==> config.mk <==
export PLATFORM = sky130hd
export DESIGN_NAME = flash_link_host_flat
export DESIGN_NICKNAME = d
export VERILOG_FILES = /design/src/flash_link_pkg.sv /design/src/flash_link_if.sv /design/src/flash_link_host.sv /design/src/flat_wrapper.sv
export SDC_FILE = /design/constraint.sdc
export NUM_CORES = 1
export LEC_CHECK = 0
export BUFFER_PORTS_ARGS = -buffer_cell sky130_fd_sc_hd__buf_4
export CORE_MARGIN = 2
export CORE_UTILIZATION = 58
export DETAILED_ROUTE_END_ITERATION = 10
export GPL_TIMING_DRIVEN = 0
export PLACE_DENSITY = 0.89
export SYNTH_ARGS = -nofsm -noshare
export SYNTH_HDL_FRONTEND = slang
export SYNTH_SLANG_ARGS = --single-unit
==> constraint.sdc <==
create_clock -name aclk -period 2.5 [get_ports aclk]
set_input_delay 0.5 -clock aclk [delete_from_list [all_inputs] [get_ports aclk]]
set_output_delay 0.5 -clock aclk [all_outputs]
set_load 0.05 [all_outputs]
==> src/flash_link_pkg.sv <==
// Shared constants, types and helpers for the flash link host and device.
// What this block does
// - Insert programmed dummy clocks after fast read.
// - Dummy codes 0000 and 1111 mean default.
// - Host programs enough dummy cycles for clock.
// - Nonvolatile bits 2,3 select dual/quad protocol.
// - Volatile bit 3 at 0 enables execute-in-place.
// - Bits 1:0 select 16/32/64 wrap or sequential.
// - Wrap starts at address, stays in block.
// - Sequential code reads incrementing addresses.
// - New values apply when write command completes.
// - Register reached only by its own commands.
// - Host picks dummy count per read, rate.
// - Double-rate clock limits follow dummy count; the host sends only single-rate frames.
package flash_link_pkg;

    ////////////////////////////////////////////////////////////////////////////
    // Link commands.
    localparam logic [7:0] CMD_FAST_READ = 8'h0B;
    localparam logic [7:0] CMD_READ_VCR  = 8'h85;
    localparam logic [7:0] CMD_WRITE_VCR = 8'h81;

    // Volatile read configuration layout and reset value.
    localparam int         VCR_DUMMY_MSB = 7;
    localparam int         VCR_DUMMY_LSB = 4;
    localparam int         VCR_XIP_BIT   = 3;
    localparam logic [7:0] VCR_RESET     = 8'hFB;
    localparam logic [7:0] VCR_WMASK     = 8'hFB;
    localparam logic [3:0] DUMMY_DEFAULT = 4'hA;

    // Wrap codes.
    localparam logic [1:0] WRAP_16  = 2'h0;
    localparam logic [1:0] WRAP_32  = 2'h1;
    localparam logic [1:0] WRAP_64  = 2'h2;
    localparam logic [1:0] WRAP_SEQ = 2'h3;

    // I/O protocol chosen at power-on.
    typedef enum logic [1:0] {PROTO_EXT, PROTO_DUAL, PROTO_QUAD} proto_t;

    ////////////////////////////////////////////////////////////////////////////
    // Host register map and fields.
    localparam logic [7:0] REG_CTRL   = 8'h00;
    localparam logic [7:0] REG_ADDR   = 8'h04;
    localparam logic [7:0] REG_DUMMY  = 8'h08;
    localparam logic [7:0] REG_STATUS = 8'h0C;
    localparam logic [7:0] REG_RDATA  = 8'h10;
    localparam logic [1:0] OP_READ_VCR  = 2'h0;
    localparam logic [1:0] OP_WRITE_VCR = 2'h1;
    localparam logic [1:0] OP_FAST_READ = 2'h2;
    localparam logic [1:0] RESP_OKAY    = 2'h0;
    localparam logic [1:0] RESP_SLVERR  = 2'h2;

    // Last divider count of a serial clock half period, and link reset length in rises.
    localparam logic [1:0] SCLK_HALF      = 2'h3;
    localparam logic [2:0] DEV_RST_RISES  = 3'h4;

    // Effective dummy clocks for a code; 0 and F both mean the default.
    function automatic logic [3:0] dummy_cycles(input logic [3:0] code);
        if (code == 4'h0 || code == 4'hF) begin
            return DUMMY_DEFAULT;
        end
        return code;
    endfunction : dummy_cycles

endpackage : flash_link_pkg

==> src/flash_link_if.sv <==
// Serial link between the flash controller and the flash register device.
`timescale 1ns/1ps
interface flash_link_if;
    logic sclk;
    logic cs_n;
    logic mosi;
    logic miso;
    logic rst_n;

    // Controller end drives clock, select, data out and link reset.
    modport host (output sclk, output cs_n, output mosi, output rst_n, input miso);

    // Device end runs on the link clock.
    modport dev (input sclk, input cs_n, input mosi, input rst_n, output miso);
endinterface : flash_link_if

==> src/flash_link_host.sv <==
// Flash controller end: AXI4-Lite register slave driving the serial link.
//
// Chosen here: the register addresses and the AXI4-Lite slave port.
`timescale 1ns/1ps
module flash_link_host (
    // Clock and reset.
    input  wire logic        aclk,
    input  wire logic        aresetn,
    // AXI4-Lite write address and data.
    input  wire logic [7:0]  awaddr,
    input  wire logic        awvalid,
    output logic             awready,
    input  wire logic [31:0] wdata,
    input  wire logic [3:0]  wstrb,
    input  wire logic        wvalid,
    output logic             wready,
    // AXI4-Lite write response.
    output logic [1:0]       bresp,
    output logic             bvalid,
    input  wire logic        bready,
    // AXI4-Lite read.
    input  wire logic [7:0]  araddr,
    input  wire logic        arvalid,
    output logic             arready,
    output logic [31:0]      rdata,
    output logic [1:0]       rresp,
    output logic             rvalid,
    input  wire logic        rready,
    // Serial link.
    flash_link_if.host       link
);

    typedef enum {L_IDLE, L_ARM, L_RUN} link_state_t;

    link_state_t lstate_q;
    logic [7:0]  waddr_q;
    logic [31:0] wdat_q;
    logic [3:0]  wstb_q;
    logic        aw_full_q;
    logic        w_full_q;
    logic [17:0] ctrl_q;
    logic [23:0] addr_q;
    logic [3:0]  dummy_code_q;
    logic        start_q;
    logic [31:0] rx_q;
    logic [31:0] tx_q;
    logic [6:0]  rc_q;
    logic [6:0]  rx_from_q;
    logic [6:0]  total_q;
    logic [1:0]  div_q;
    logic        sclk_q;
    logic        cs_n_q;
    logic        mosi_q;
    logic        dev_rst_n_q;
    logic [2:0]  rst_cnt_q;
    logic [2:0]  miso_s_q;
    logic        miso_f_q;
    logic        wr_fire;
    logic        busy;
    logic        rise_next;
    logic        fall_next;
    logic [31:0] wmask;
    logic [31:0] rd_val;
    logic        rd_hit;

    assign link.sclk  = sclk_q;
    assign link.cs_n  = cs_n_q;
    assign link.mosi  = mosi_q;
    assign link.rst_n = dev_rst_n_q;

    assign wr_fire   = aw_full_q && w_full_q && !bvalid;
    assign busy      = (lstate_q != L_IDLE) || start_q || !dev_rst_n_q;
    assign rise_next = (div_q == flash_link_pkg::SCLK_HALF) && !sclk_q;
    assign fall_next = (div_q == flash_link_pkg::SCLK_HALF) && sclk_q;
    assign wmask     = {{8{wstb_q[3]}}, {8{wstb_q[2]}}, {8{wstb_q[1]}}, {8{wstb_q[0]}}};

    ////////////////////////////////////////////////////////////////////////////
    // Write channels are taken in either order; the response follows both.
    always_ff @(posedge aclk) begin
        if (!aresetn) begin
            awready   <= 1'b1;
            wready    <= 1'b1;
            aw_full_q <= 1'b0;
            w_full_q  <= 1'b0;
            waddr_q   <= 8'h00;
            wdat_q    <= 32'h00000000;
            wstb_q    <= 4'h0;
            bvalid    <= 1'b0;
            bresp     <= flash_link_pkg::RESP_OKAY;
        end else begin
            if (awvalid && awready) begin
                aw_full_q <= 1'b1;
                waddr_q   <= awaddr;
                awready   <= 1'b0;
            end
            if (wvalid && wready) begin
                w_full_q <= 1'b1;
                wdat_q   <= wdata;
                wstb_q   <= wstrb;
                wready   <= 1'b0;
            end
            if (wr_fire) begin
                aw_full_q <= 1'b0;
                w_full_q  <= 1'b0;
                bvalid    <= 1'b1;
                bresp     <= (waddr_q < flash_link_pkg::REG_STATUS && waddr_q[1:0] == 2'h0) ?
                             flash_link_pkg::RESP_OKAY : flash_link_pkg::RESP_SLVERR;
            end
            if (bvalid && bready) begin
                bvalid  <= 1'b0;
                awready <= 1'b1;
                wready  <= 1'b1;
            end
        end
    end

    ////////////////////////////////////////////////////////////////////////////
    // Control registers; a control write with lane 0 set while not busy starts a frame.
    always_ff @(posedge aclk) begin
        if (!aresetn) begin
            ctrl_q       <= 18'h00000;
            addr_q       <= 24'h000000;
            dummy_code_q <= 4'h0;
            start_q      <= 1'b0;
        end else begin
            start_q <= 1'b0;
            if (wr_fire && waddr_q == flash_link_pkg::REG_CTRL && !busy) begin
                ctrl_q  <= (ctrl_q & ~wmask[17:0]) | (wdat_q[17:0] & wmask[17:0]);
                start_q <= wstb_q[0];
            end
            if (wr_fire && waddr_q == flash_link_pkg::REG_ADDR) begin
                addr_q <= (addr_q & ~wmask[23:0]) | (wdat_q[23:0] & wmask[23:0]);
            end
            // Software must match this to the device setting and clock rate.
            if (wr_fire && waddr_q == flash_link_pkg::REG_DUMMY && wstb_q[0]) begin
                dummy_code_q <= wdat_q[3:0];
            end
        end
    end

    ////////////////////////////////////////////////////////////////////////////
    // Read channel: one aligned word per register, unmapped gives an error.
    always_comb begin
        rd_hit = 1'b1;
        case (araddr)
            flash_link_pkg::REG_CTRL:   rd_val = {14'h0000, ctrl_q};
            flash_link_pkg::REG_ADDR:   rd_val = {8'h00, addr_q};
            flash_link_pkg::REG_DUMMY:  rd_val = {28'h0000000, dummy_code_q};
            flash_link_pkg::REG_STATUS: rd_val = {30'h00000000, dev_rst_n_q, busy};
            flash_link_pkg::REG_RDATA:  rd_val = rx_q;
            default: begin
                rd_val = 32'h00000000;
                rd_hit = 1'b0;
            end
        endcase
    end

    always_ff @(posedge aclk) begin
        if (!aresetn) begin
            arready <= 1'b1;
            rvalid  <= 1'b0;
            rdata   <= 32'h00000000;
            rresp   <= flash_link_pkg::RESP_OKAY;
        end else if (arvalid && arready) begin
            arready <= 1'b0;
            rvalid  <= 1'b1;
            rdata   <= rd_val;
            rresp   <= rd_hit ? flash_link_pkg::RESP_OKAY : flash_link_pkg::RESP_SLVERR;
        end else if (rvalid && rready) begin
            rvalid  <= 1'b0;
            arready <= 1'b1;
        end
    end

    ////////////////////////////////////////////////////////////////////////////
    // Free-running serial clock divider; only single-rate frames are sent.
    always_ff @(posedge aclk) begin
        if (!aresetn) begin
            div_q  <= 2'h0;
            sclk_q <= 1'b0;
        end else begin
            div_q <= div_q + 2'h1;
            if (rise_next || fall_next) begin
                div_q  <= 2'h0;
                sclk_q <= ~sclk_q;
            end
        end
    end

    // Device link reset is held for a few serial clock rises.
    always_ff @(posedge aclk) begin
        if (!aresetn) begin
            rst_cnt_q   <= 3'h0;
            dev_rst_n_q <= 1'b0;
        end else if (rise_next && rst_cnt_q != flash_link_pkg::DEV_RST_RISES) begin
            rst_cnt_q <= rst_cnt_q + 3'h1;
        end else if (rst_cnt_q == flash_link_pkg::DEV_RST_RISES && fall_next) begin
            dev_rst_n_q <= 1'b1;
        end
    end

    // Returned data passes three synchronizer flops and a filter flop; a change counts once the last two synchronizer flops agree.
    always_ff @(posedge aclk) begin
        if (!aresetn) begin
            miso_s_q <= 3'h0;
            miso_f_q <= 1'b0;
        end else begin
            miso_s_q <= {miso_s_q[1:0], link.miso};
            if (miso_s_q[1] == miso_s_q[2]) begin
                miso_f_q <= miso_s_q[2];
            end
        end
    end

    ////////////////////////////////////////////////////////////////////////////
    // Frame engine: bits leave on the falling half, replies are taken before
    // each rise once the command (a register write takes none), and for a fast read the address and dummy clocks, have passed.
    always_ff @(posedge aclk) begin
        if (!aresetn) begin
            lstate_q  <= L_IDLE;
            cs_n_q    <= 1'b1;
            mosi_q    <= 1'b0;
            tx_q      <= 32'h00000000;
            rx_q      <= 32'h00000000;
            rc_q      <= 7'h00;
            rx_from_q <= 7'h00;
            total_q   <= 7'h00;
        end else begin
            case (lstate_q)
                L_IDLE: begin
                    if (start_q) begin
                        lstate_q <= L_ARM;
                        rc_q     <= 7'h00;
                        case (ctrl_q[1:0])
                            flash_link_pkg::OP_WRITE_VCR: begin
                                tx_q <= {flash_link_pkg::CMD_WRITE_VCR, ctrl_q[15:8], 16'h0000};
                                rx_from_q <= 7'h10;
                                total_q   <= 7'h10;
                            end
                            flash_link_pkg::OP_FAST_READ: begin
                                tx_q      <= {flash_link_pkg::CMD_FAST_READ, addr_q};
                                rx_from_q <= 7'h20 +
                                             {3'h0, flash_link_pkg::dummy_cycles(dummy_code_q)};
                                total_q   <= 7'h28 + {2'h0, ctrl_q[17:16], 3'h0} +
                                             {3'h0, flash_link_pkg::dummy_cycles(dummy_code_q)};
                            end
                            default: begin
                                tx_q      <= {flash_link_pkg::CMD_READ_VCR, 24'h000000};
                                rx_from_q <= 7'h08;
                                total_q   <= 7'h10;
                            end
                        endcase
                    end
                end
                L_ARM: begin
                    if (fall_next) begin
                        cs_n_q   <= 1'b0;
                        mosi_q   <= tx_q[31];
                        tx_q     <= {tx_q[30:0], 1'b0};
                        rx_q     <= 32'h00000000;
                        lstate_q <= L_RUN;
                    end
                end
                L_RUN: begin
                    if (rise_next) begin
                        rc_q <= rc_q + 7'h01;
                        if (rc_q >= rx_from_q && rc_q < total_q) begin
                            rx_q <= {rx_q[30:0], miso_f_q};
                        end
                    end
                    if (fall_next) begin
                        if (rc_q == total_q) begin
                            cs_n_q   <= 1'b1;
                            mosi_q   <= 1'b0;
                            lstate_q <= L_IDLE;
                        end else begin
                            mosi_q <= tx_q[31];
                            tx_q   <= {tx_q[30:0], 1'b0};
                        end
                    end
                end
                default: lstate_q <= L_IDLE;
            endcase
        end
    end

endmodule : flash_link_host

==> src/flat_wrapper.sv <==
// flat-port wrapper written by rule: the top's interface ports become plain ports
module flash_link_host_flat 
  (aclk, aresetn, awaddr, awvalid, awready, wdata, wstrb, wvalid, wready, bresp, bvalid, bready, araddr, arvalid, arready, rdata, rresp, rvalid, rready, link_sclk, link_cs_n, link_mosi, link_rst_n, link_miso);
  flash_link_if link_i ();
  input  wire logic aclk;
  input  wire logic aresetn;
  input  wire logic [7:0] awaddr;
  input  wire logic awvalid;
  output logic awready;
  input  wire logic [31:0] wdata;
  input  wire logic [3:0] wstrb;
  input  wire logic wvalid;
  output logic wready;
  output logic [1:0] bresp;
  output logic bvalid;
  input  wire logic bready;
  input  wire logic [7:0] araddr;
  input  wire logic arvalid;
  output logic arready;
  output logic [31:0] rdata;
  output logic [1:0] rresp;
  output logic rvalid;
  input  wire logic rready;
  output wire logic [$bits(link_i.sclk)-1:0] link_sclk;
  output wire logic [$bits(link_i.cs_n)-1:0] link_cs_n;
  output wire logic [$bits(link_i.mosi)-1:0] link_mosi;
  output wire logic [$bits(link_i.rst_n)-1:0] link_rst_n;
  input wire logic [$bits(link_i.miso)-1:0] link_miso;
  assign link_sclk = link_i.sclk;
  assign link_cs_n = link_i.cs_n;
  assign link_mosi = link_i.mosi;
  assign link_rst_n = link_i.rst_n;
  assign link_i.miso = link_miso;
  flash_link_host u_core (.aclk(aclk), .aresetn(aresetn), .awaddr(awaddr), .awvalid(awvalid), .awready(awready), .wdata(wdata), .wstrb(wstrb), .wvalid(wvalid), .wready(wready), .bresp(bresp), .bvalid(bvalid), .bready(bready), .araddr(araddr), .arvalid(arvalid), .arready(arready), .rdata(rdata), .rresp(rresp), .rvalid(rvalid), .rready(rready), .link(link_i));
endmodule
After elaboration in Yosys (flattened, before gate mapping)
Cells that the tools add are included.

Register bits after elaboration: 255. Input bits: 60. Output and inout bits: 45.

Bitwise operators: 11. Mux-type cells: 47. Reductions and logical operators: 49. Add/sub/neg operators: 6. Eq/ne operators: 23. $lt $le $gt $ge: 3.

Operators by type and width (number): 32-bit 2-to-1 mux (11); 32-bit case mux with 3 select lines (2); 32-bit case mux with 5 select lines (1); 32-bit case mux with 2 select lines (2); 24-bit bitwise AND (2); 18-bit bitwise AND (2); 32-bit by 1-bit == test with 1-bit output, second input constant (1); 32-bit by 2-bit == test with 1-bit output, second input constant (1); 32-bit zero test (1); 32-bit nonzero test (1); 7-bit case mux with 2 select lines (2); 8-bit by 4-bit == test with 1-bit output, second input constant (3); 4-bit 2-to-1 mux (6); 24-bit inverter (1); 24-bit OR (1); 7-bit 2-to-1 mux (3); 1-bit logical AND (18); 18-bit inverter (1); 18-bit OR (1); 8-bit by 3-bit == test with 1-bit output, second input constant (2); 8-bit zero test (2); 1-bit 2-to-1 mux (16); 2-bit by 1-bit inequality test with 1-bit output, second input constant (6); 4-bit AND reduction (3); 32 further kinds (50).

Logic depth before layout (Yosys ltp)
Depth in word-level cells: 14. Depth in mapped cells: 9. Mapped depth without buffers: 8.

Worst setup path before layout
Ideal clock, no wire load.

Path type: register to register. Start point: reg u_core.sclk_q, in the netlist u_core.link.sclk. End point: reg u_core.tx_q[31]. Stages on the path, launching flop included: 7. Arrival: 1.914 ns. Path buffers: 1. Clock period less this slack: 2.041 ns. Path slack: 0.459 ns. Cell sequence: dfxtp_1 -> and2_0 -> o21bai_1 -> a211oi_2 -> buf_2 -> mux2i_1 -> nor2_1.

Word-level cells in the longest chain between the ends: 3.

Ends and longest elaborated chain: from (decl) (line flash_link_host.sv:51) `logic sclk_q;`; from (signal assigned) (line flash_link_host.sv:185) `sclk_q <= ~sclk_q;`; 1-bit logical AND * (line flash_link_host.sv:74) `assign fall_next = (div_q == flash_link_pkg::SCLK_HALF) && sclk_q;`; 2-bit by 1-bit inequality test with 1-bit output (no source line); 5-bit AND reduction (no source line) *; to (signal assigned) (line flash_link_host.sv:236) `tx_q <= {flash_link_pkg::CMD_WRITE_VCR, ctrl_q[15:8], 16'h0000};`; to (signal assigned) (line flash_link_host.sv:241) `tx_q <= {flash_link_pkg::CMD_FAST_READ, addr_q};`; to (signal assigned) (line flash_link_host.sv:248) `tx_q <= {flash_link_pkg::CMD_READ_VCR, 24'h000000};`; to (decl) (line flash_link_host.sv:46) `logic [31:0] tx_q;`.

Every way passes the cells marked *; elsewhere a longest branch is shown, timed or not. A chain may end at the register's enable or synchronous reset.

Final worst setup path
Start point: reg u_core.lstate_q[0]. End point: reg u_core.tx_q[12].

Word-level cells in the longest chain between the ends: 3.

Ends and longest elaborated chain: from (decl) (line flash_link_host.sv:35) `link_state_t lstate_q;`; from (signal assigned) (line flash_link_host.sv:220) `lstate_q <= L_IDLE;`; from (signal assigned) (line flash_link_host.sv:232) `lstate_q <= L_ARM;`; from (signal assigned) (line flash_link_host.sv:261) `lstate_q <= L_RUN;`; 32-bit by 2-bit == test with 1-bit output, or another cell as far along (line flash_link_host.sv:229) `case (lstate_q)`; 2-bit inequality test (no source line), or another cell as far along; 5-bit AND reduction (no source line).

Parallel ways exist; a longest one is shown, timed or not.

==> flow_summary.toml <==
[clock_tree]
root_buffer = "clkbuf_16"
clkTransAtPathRegs_ns = 0.07
clock_latency_ns = 0.50
cts_buffers = 23
cts.htree.levels = 1
cts.sinks = 222
tritoncts = "done"
cts_buffer_depth = 3

[die]
rows = 46
io_pins = 105
core_area_um2 = 15770
die_width_um = 130.4
dieArea_um2 = 17010
die_height_um = 130.4
start_util = 0.5879

[sta]
hold_viol = 0
period_share = 0.9454
fmax_mhz = 423.1
tightest_slew_ns = 0.7932
finalClockSkew_ns = 0.01325
holdWs_ns = 0.2060
drv_slew = 0
final.min_clock_period_ns = 2.364
finalSetupViolations = 0
timing.slew.headroom = 0.4712

[setup_path]
slowest_delay_ns = 0.41
cp_cell_sequence = "inv_1, ha_1, nor2b_4, o21bai_1, a211oi_4, buf_2, nor2_1, a211oi_1"
crit_required_ns = 2.89
crit_path_end_kind = "flip-flop"
crit_type = "flip-flop to flip-flop"
path_max_fanout = 10
start_kind = "flip-flop"
crit_slowest_cell = "dfxtp_1"
cp_data_arrival_time_ns = 2.75
critPathTopFamily = "compound AO/OA/AOI/OAI gates"
path_buf_inv = 2

[logic_synthesis]
async_flop_share = 0
synth_cells = 1086
yosys_warnings = 0
avgSynthCellArea_um2 = 8.537
synth_cell_types = 60
ys_seq_elements = 222
synth_edf_count = 0
yosysSeqAreaShare = 0.4794
synth_flop_cell = "dfxtp_1"
synth.cell_area_um2 = 9271

[route]
antenna_left = 0
num_vias = 8660
route.detailed.wl_per_inst_um = 18.20
drt_iter0_drc = 854
dr.pass1.iters = 9
via_per_inst = 6.035
drcViolationCount = 0
drt-total-wl_um = 26120

[cells_and_area]
nets = 1293
fillCellCount = 1137
final-seq-area_um2 = 4444
layout-drive-gt1-share = 0.1427
area_delta_synth_final_pct = 19.78
n_antenna_cell = 0
multiInputGateArea_um2 = 4439

[power]
power_uw = 8589
p_switching_uw = 2176
p_sw_frac = 0.2534
power_density_nw_per_um2 = 773.4
ir_worst_vdd_mv = 0.4938
p_int_uw = 6413
comb_power_share = 0.114
p_clk_frac = 0.436
p_seq_frac = 0.451
power.leakage_uw = 0.004123

[global_routing]
antenna_found_initial = 0
grt_overflow = 0
busiest_layer = "met2"
grt_pass1_vias = 8162
grt_max_degree = 16
grt_pass1_wl_um = 40820
grt.total_usage = 0.3021
grtUsageMet2 = 0.5177
met3_usage = 0.05049
grtUsageMet1 = 0.3851

[placement]
dp_hpwl_um = 18280
gp_congestion = 0.9393
port_buffers = 91

[min_path]
hold_class = "primary input to flip-flop"

[run_status]
status = "finished, final reports clean"

[job]
max-cap-violations = 0
worst register-to-register path: stages, from the launching register on:
cell and delay, ns:
dfxtp_1 0.41, inv_1 0.12, ha_1 0.30, nor2b_4 0.20, o21bai_1 0.21, a211oi_4 0.33
buf_2 0.30, nor2_1 0.08, a211oi_1 0.31
Yosys cell counts (25+ instances only):
cell | instances | area [um2]
a21oi_1 | 142 | 710.7
a32o_1 | 32 | 320.3
mux2i_1 | 29 | 290.3
nand3_1 | 56 | 280.3
a211oi_1 | 30 | 225.2
o21ai_0 | 34 | 170.2
nor2_1 | 105 | 394.1
ha_1 | 28 | 350.3
inv_1 | 25 | 93.84
nand2_1 | 184 | 690.7
dfxtp_1 | 222 | 4444
clkbuf_1 | 53 | 198.9
routing by layer:
| metal | share of wire | vias to the layer above |
|---|---|---|
| met2 | 0.48 | 474 |
| li1 | - | 4028 |
| met5 | 0 | - |
| met1 | 0.39 | 4061 |
| met3 | 0.092 | 97 |
| met4 | 0.037 | 0 |
through the flow:
| step | area, um2 | std cells | TNS, ns | setup slack (ns) | util |
|---|---|---|---|---|---|
| final | 11110 | 1435 | 0 | 0.1365 | 0.7042 |
| after global routing | 11110 | 1435 | -0.0009752 | -0.0009752 | 0.7042 |
| after CTS | 11070 | 1433 | 0 | 0.01411 | 0.7021 |
| after detailed placement | 10230 | 1394 | -1.786 | -0.1088 | 0.6486 |
| after global placement | 10230 | 1394 | -0.01290 | -0.007307 | 0.6486 |
| after floorplan | 9275 | 1087 | 0 | 0.4589 | - |
power groups by stage:
stage,clock network (uW),logic (uW),registers [uW]
after CTS,3720,948,3870
after global placement,0,896,3930
after global routing,3870,1070,3890
after detailed placement,0,932,3930
after floorplan,0,622,3940
final,3740,976,3870
cells in the final DEF (no fill, tap or decap), types with 10 or more instances in the layout:
cell	count
mux2i_1	29
nand2_1	184
a22o_2	10
nand3_1	56
nor2_1	105
nand2b_1	10
buf_2	16
inv_1	25
ha_1	28
clkbuf_1	55
a22o_1	10
o21ai_0	34
a32o_1	32
a22oi_1	16
a211oi_1	30
a21oi_1	142
clkbuf_16	23
buf_4	95
dfxtp_1	222
what timing repair did:
action / in CTS / in global routing
hold buffers: 0 / 0
buffers inserted: 0 / 2
setup endpoints to repair: 27 / 70
cloned: 0 / 0
gates resized for setup: 3 / 3
pin swaps: 0 / 2
cells by family (layout without fill, tap and decap cells):
group,count (synthesis),count (layout),share of synthesized area
adders and majority gates,28,28,0.03779
buffers and inverters,102,234,0.04602
xor gates and xnor gates,7,7,0.006613
other,1,2,0.0004045
and+or+nand+nor,406,406,0.1947
muxes,29,29,0.03131
AOI/OAI and AO/OA,291,291,0.2038
DFF,222,222,0.4794
final timing paths:
check | startpoint | cells past startpoint | slack [ns] | to
worst max-delay path | u_core.lstate_q[0]$_SDFFE_PN0P_ | 8 | 0.14 | u_core.tx_q[12]$_SDFFE_PN0P_
worst min-delay path | wvalid | 2 | 0.21 | u_core.wready$_SDFFE_PP1P_
worst max register to register | u_core.lstate_q[0]$_SDFFE_PN0P_ | 8 | 0.14 | u_core.tx_q[12]$_SDFFE_PN0P_
worst min register to register | u_core.miso_s_q[0]$_SDFF_PN0_ | 1 | 0.44 | u_core.miso_s_q[1]$_SDFF_PN0_
area by class of cell:
cell class                      count  share of cell area
Timing Repair Buffer               93             0.06287
Buffer                             76             0.02963
Inverter                           26            0.008788
Sequential cell                   222              0.4002
Multi-Input combinational cell    763              0.3997
Tap cell                          216             0.02434
Clock buffer                       30             0.05870
Clock inverter                      9             0.01577
Power figures use the tool's default switching activity.
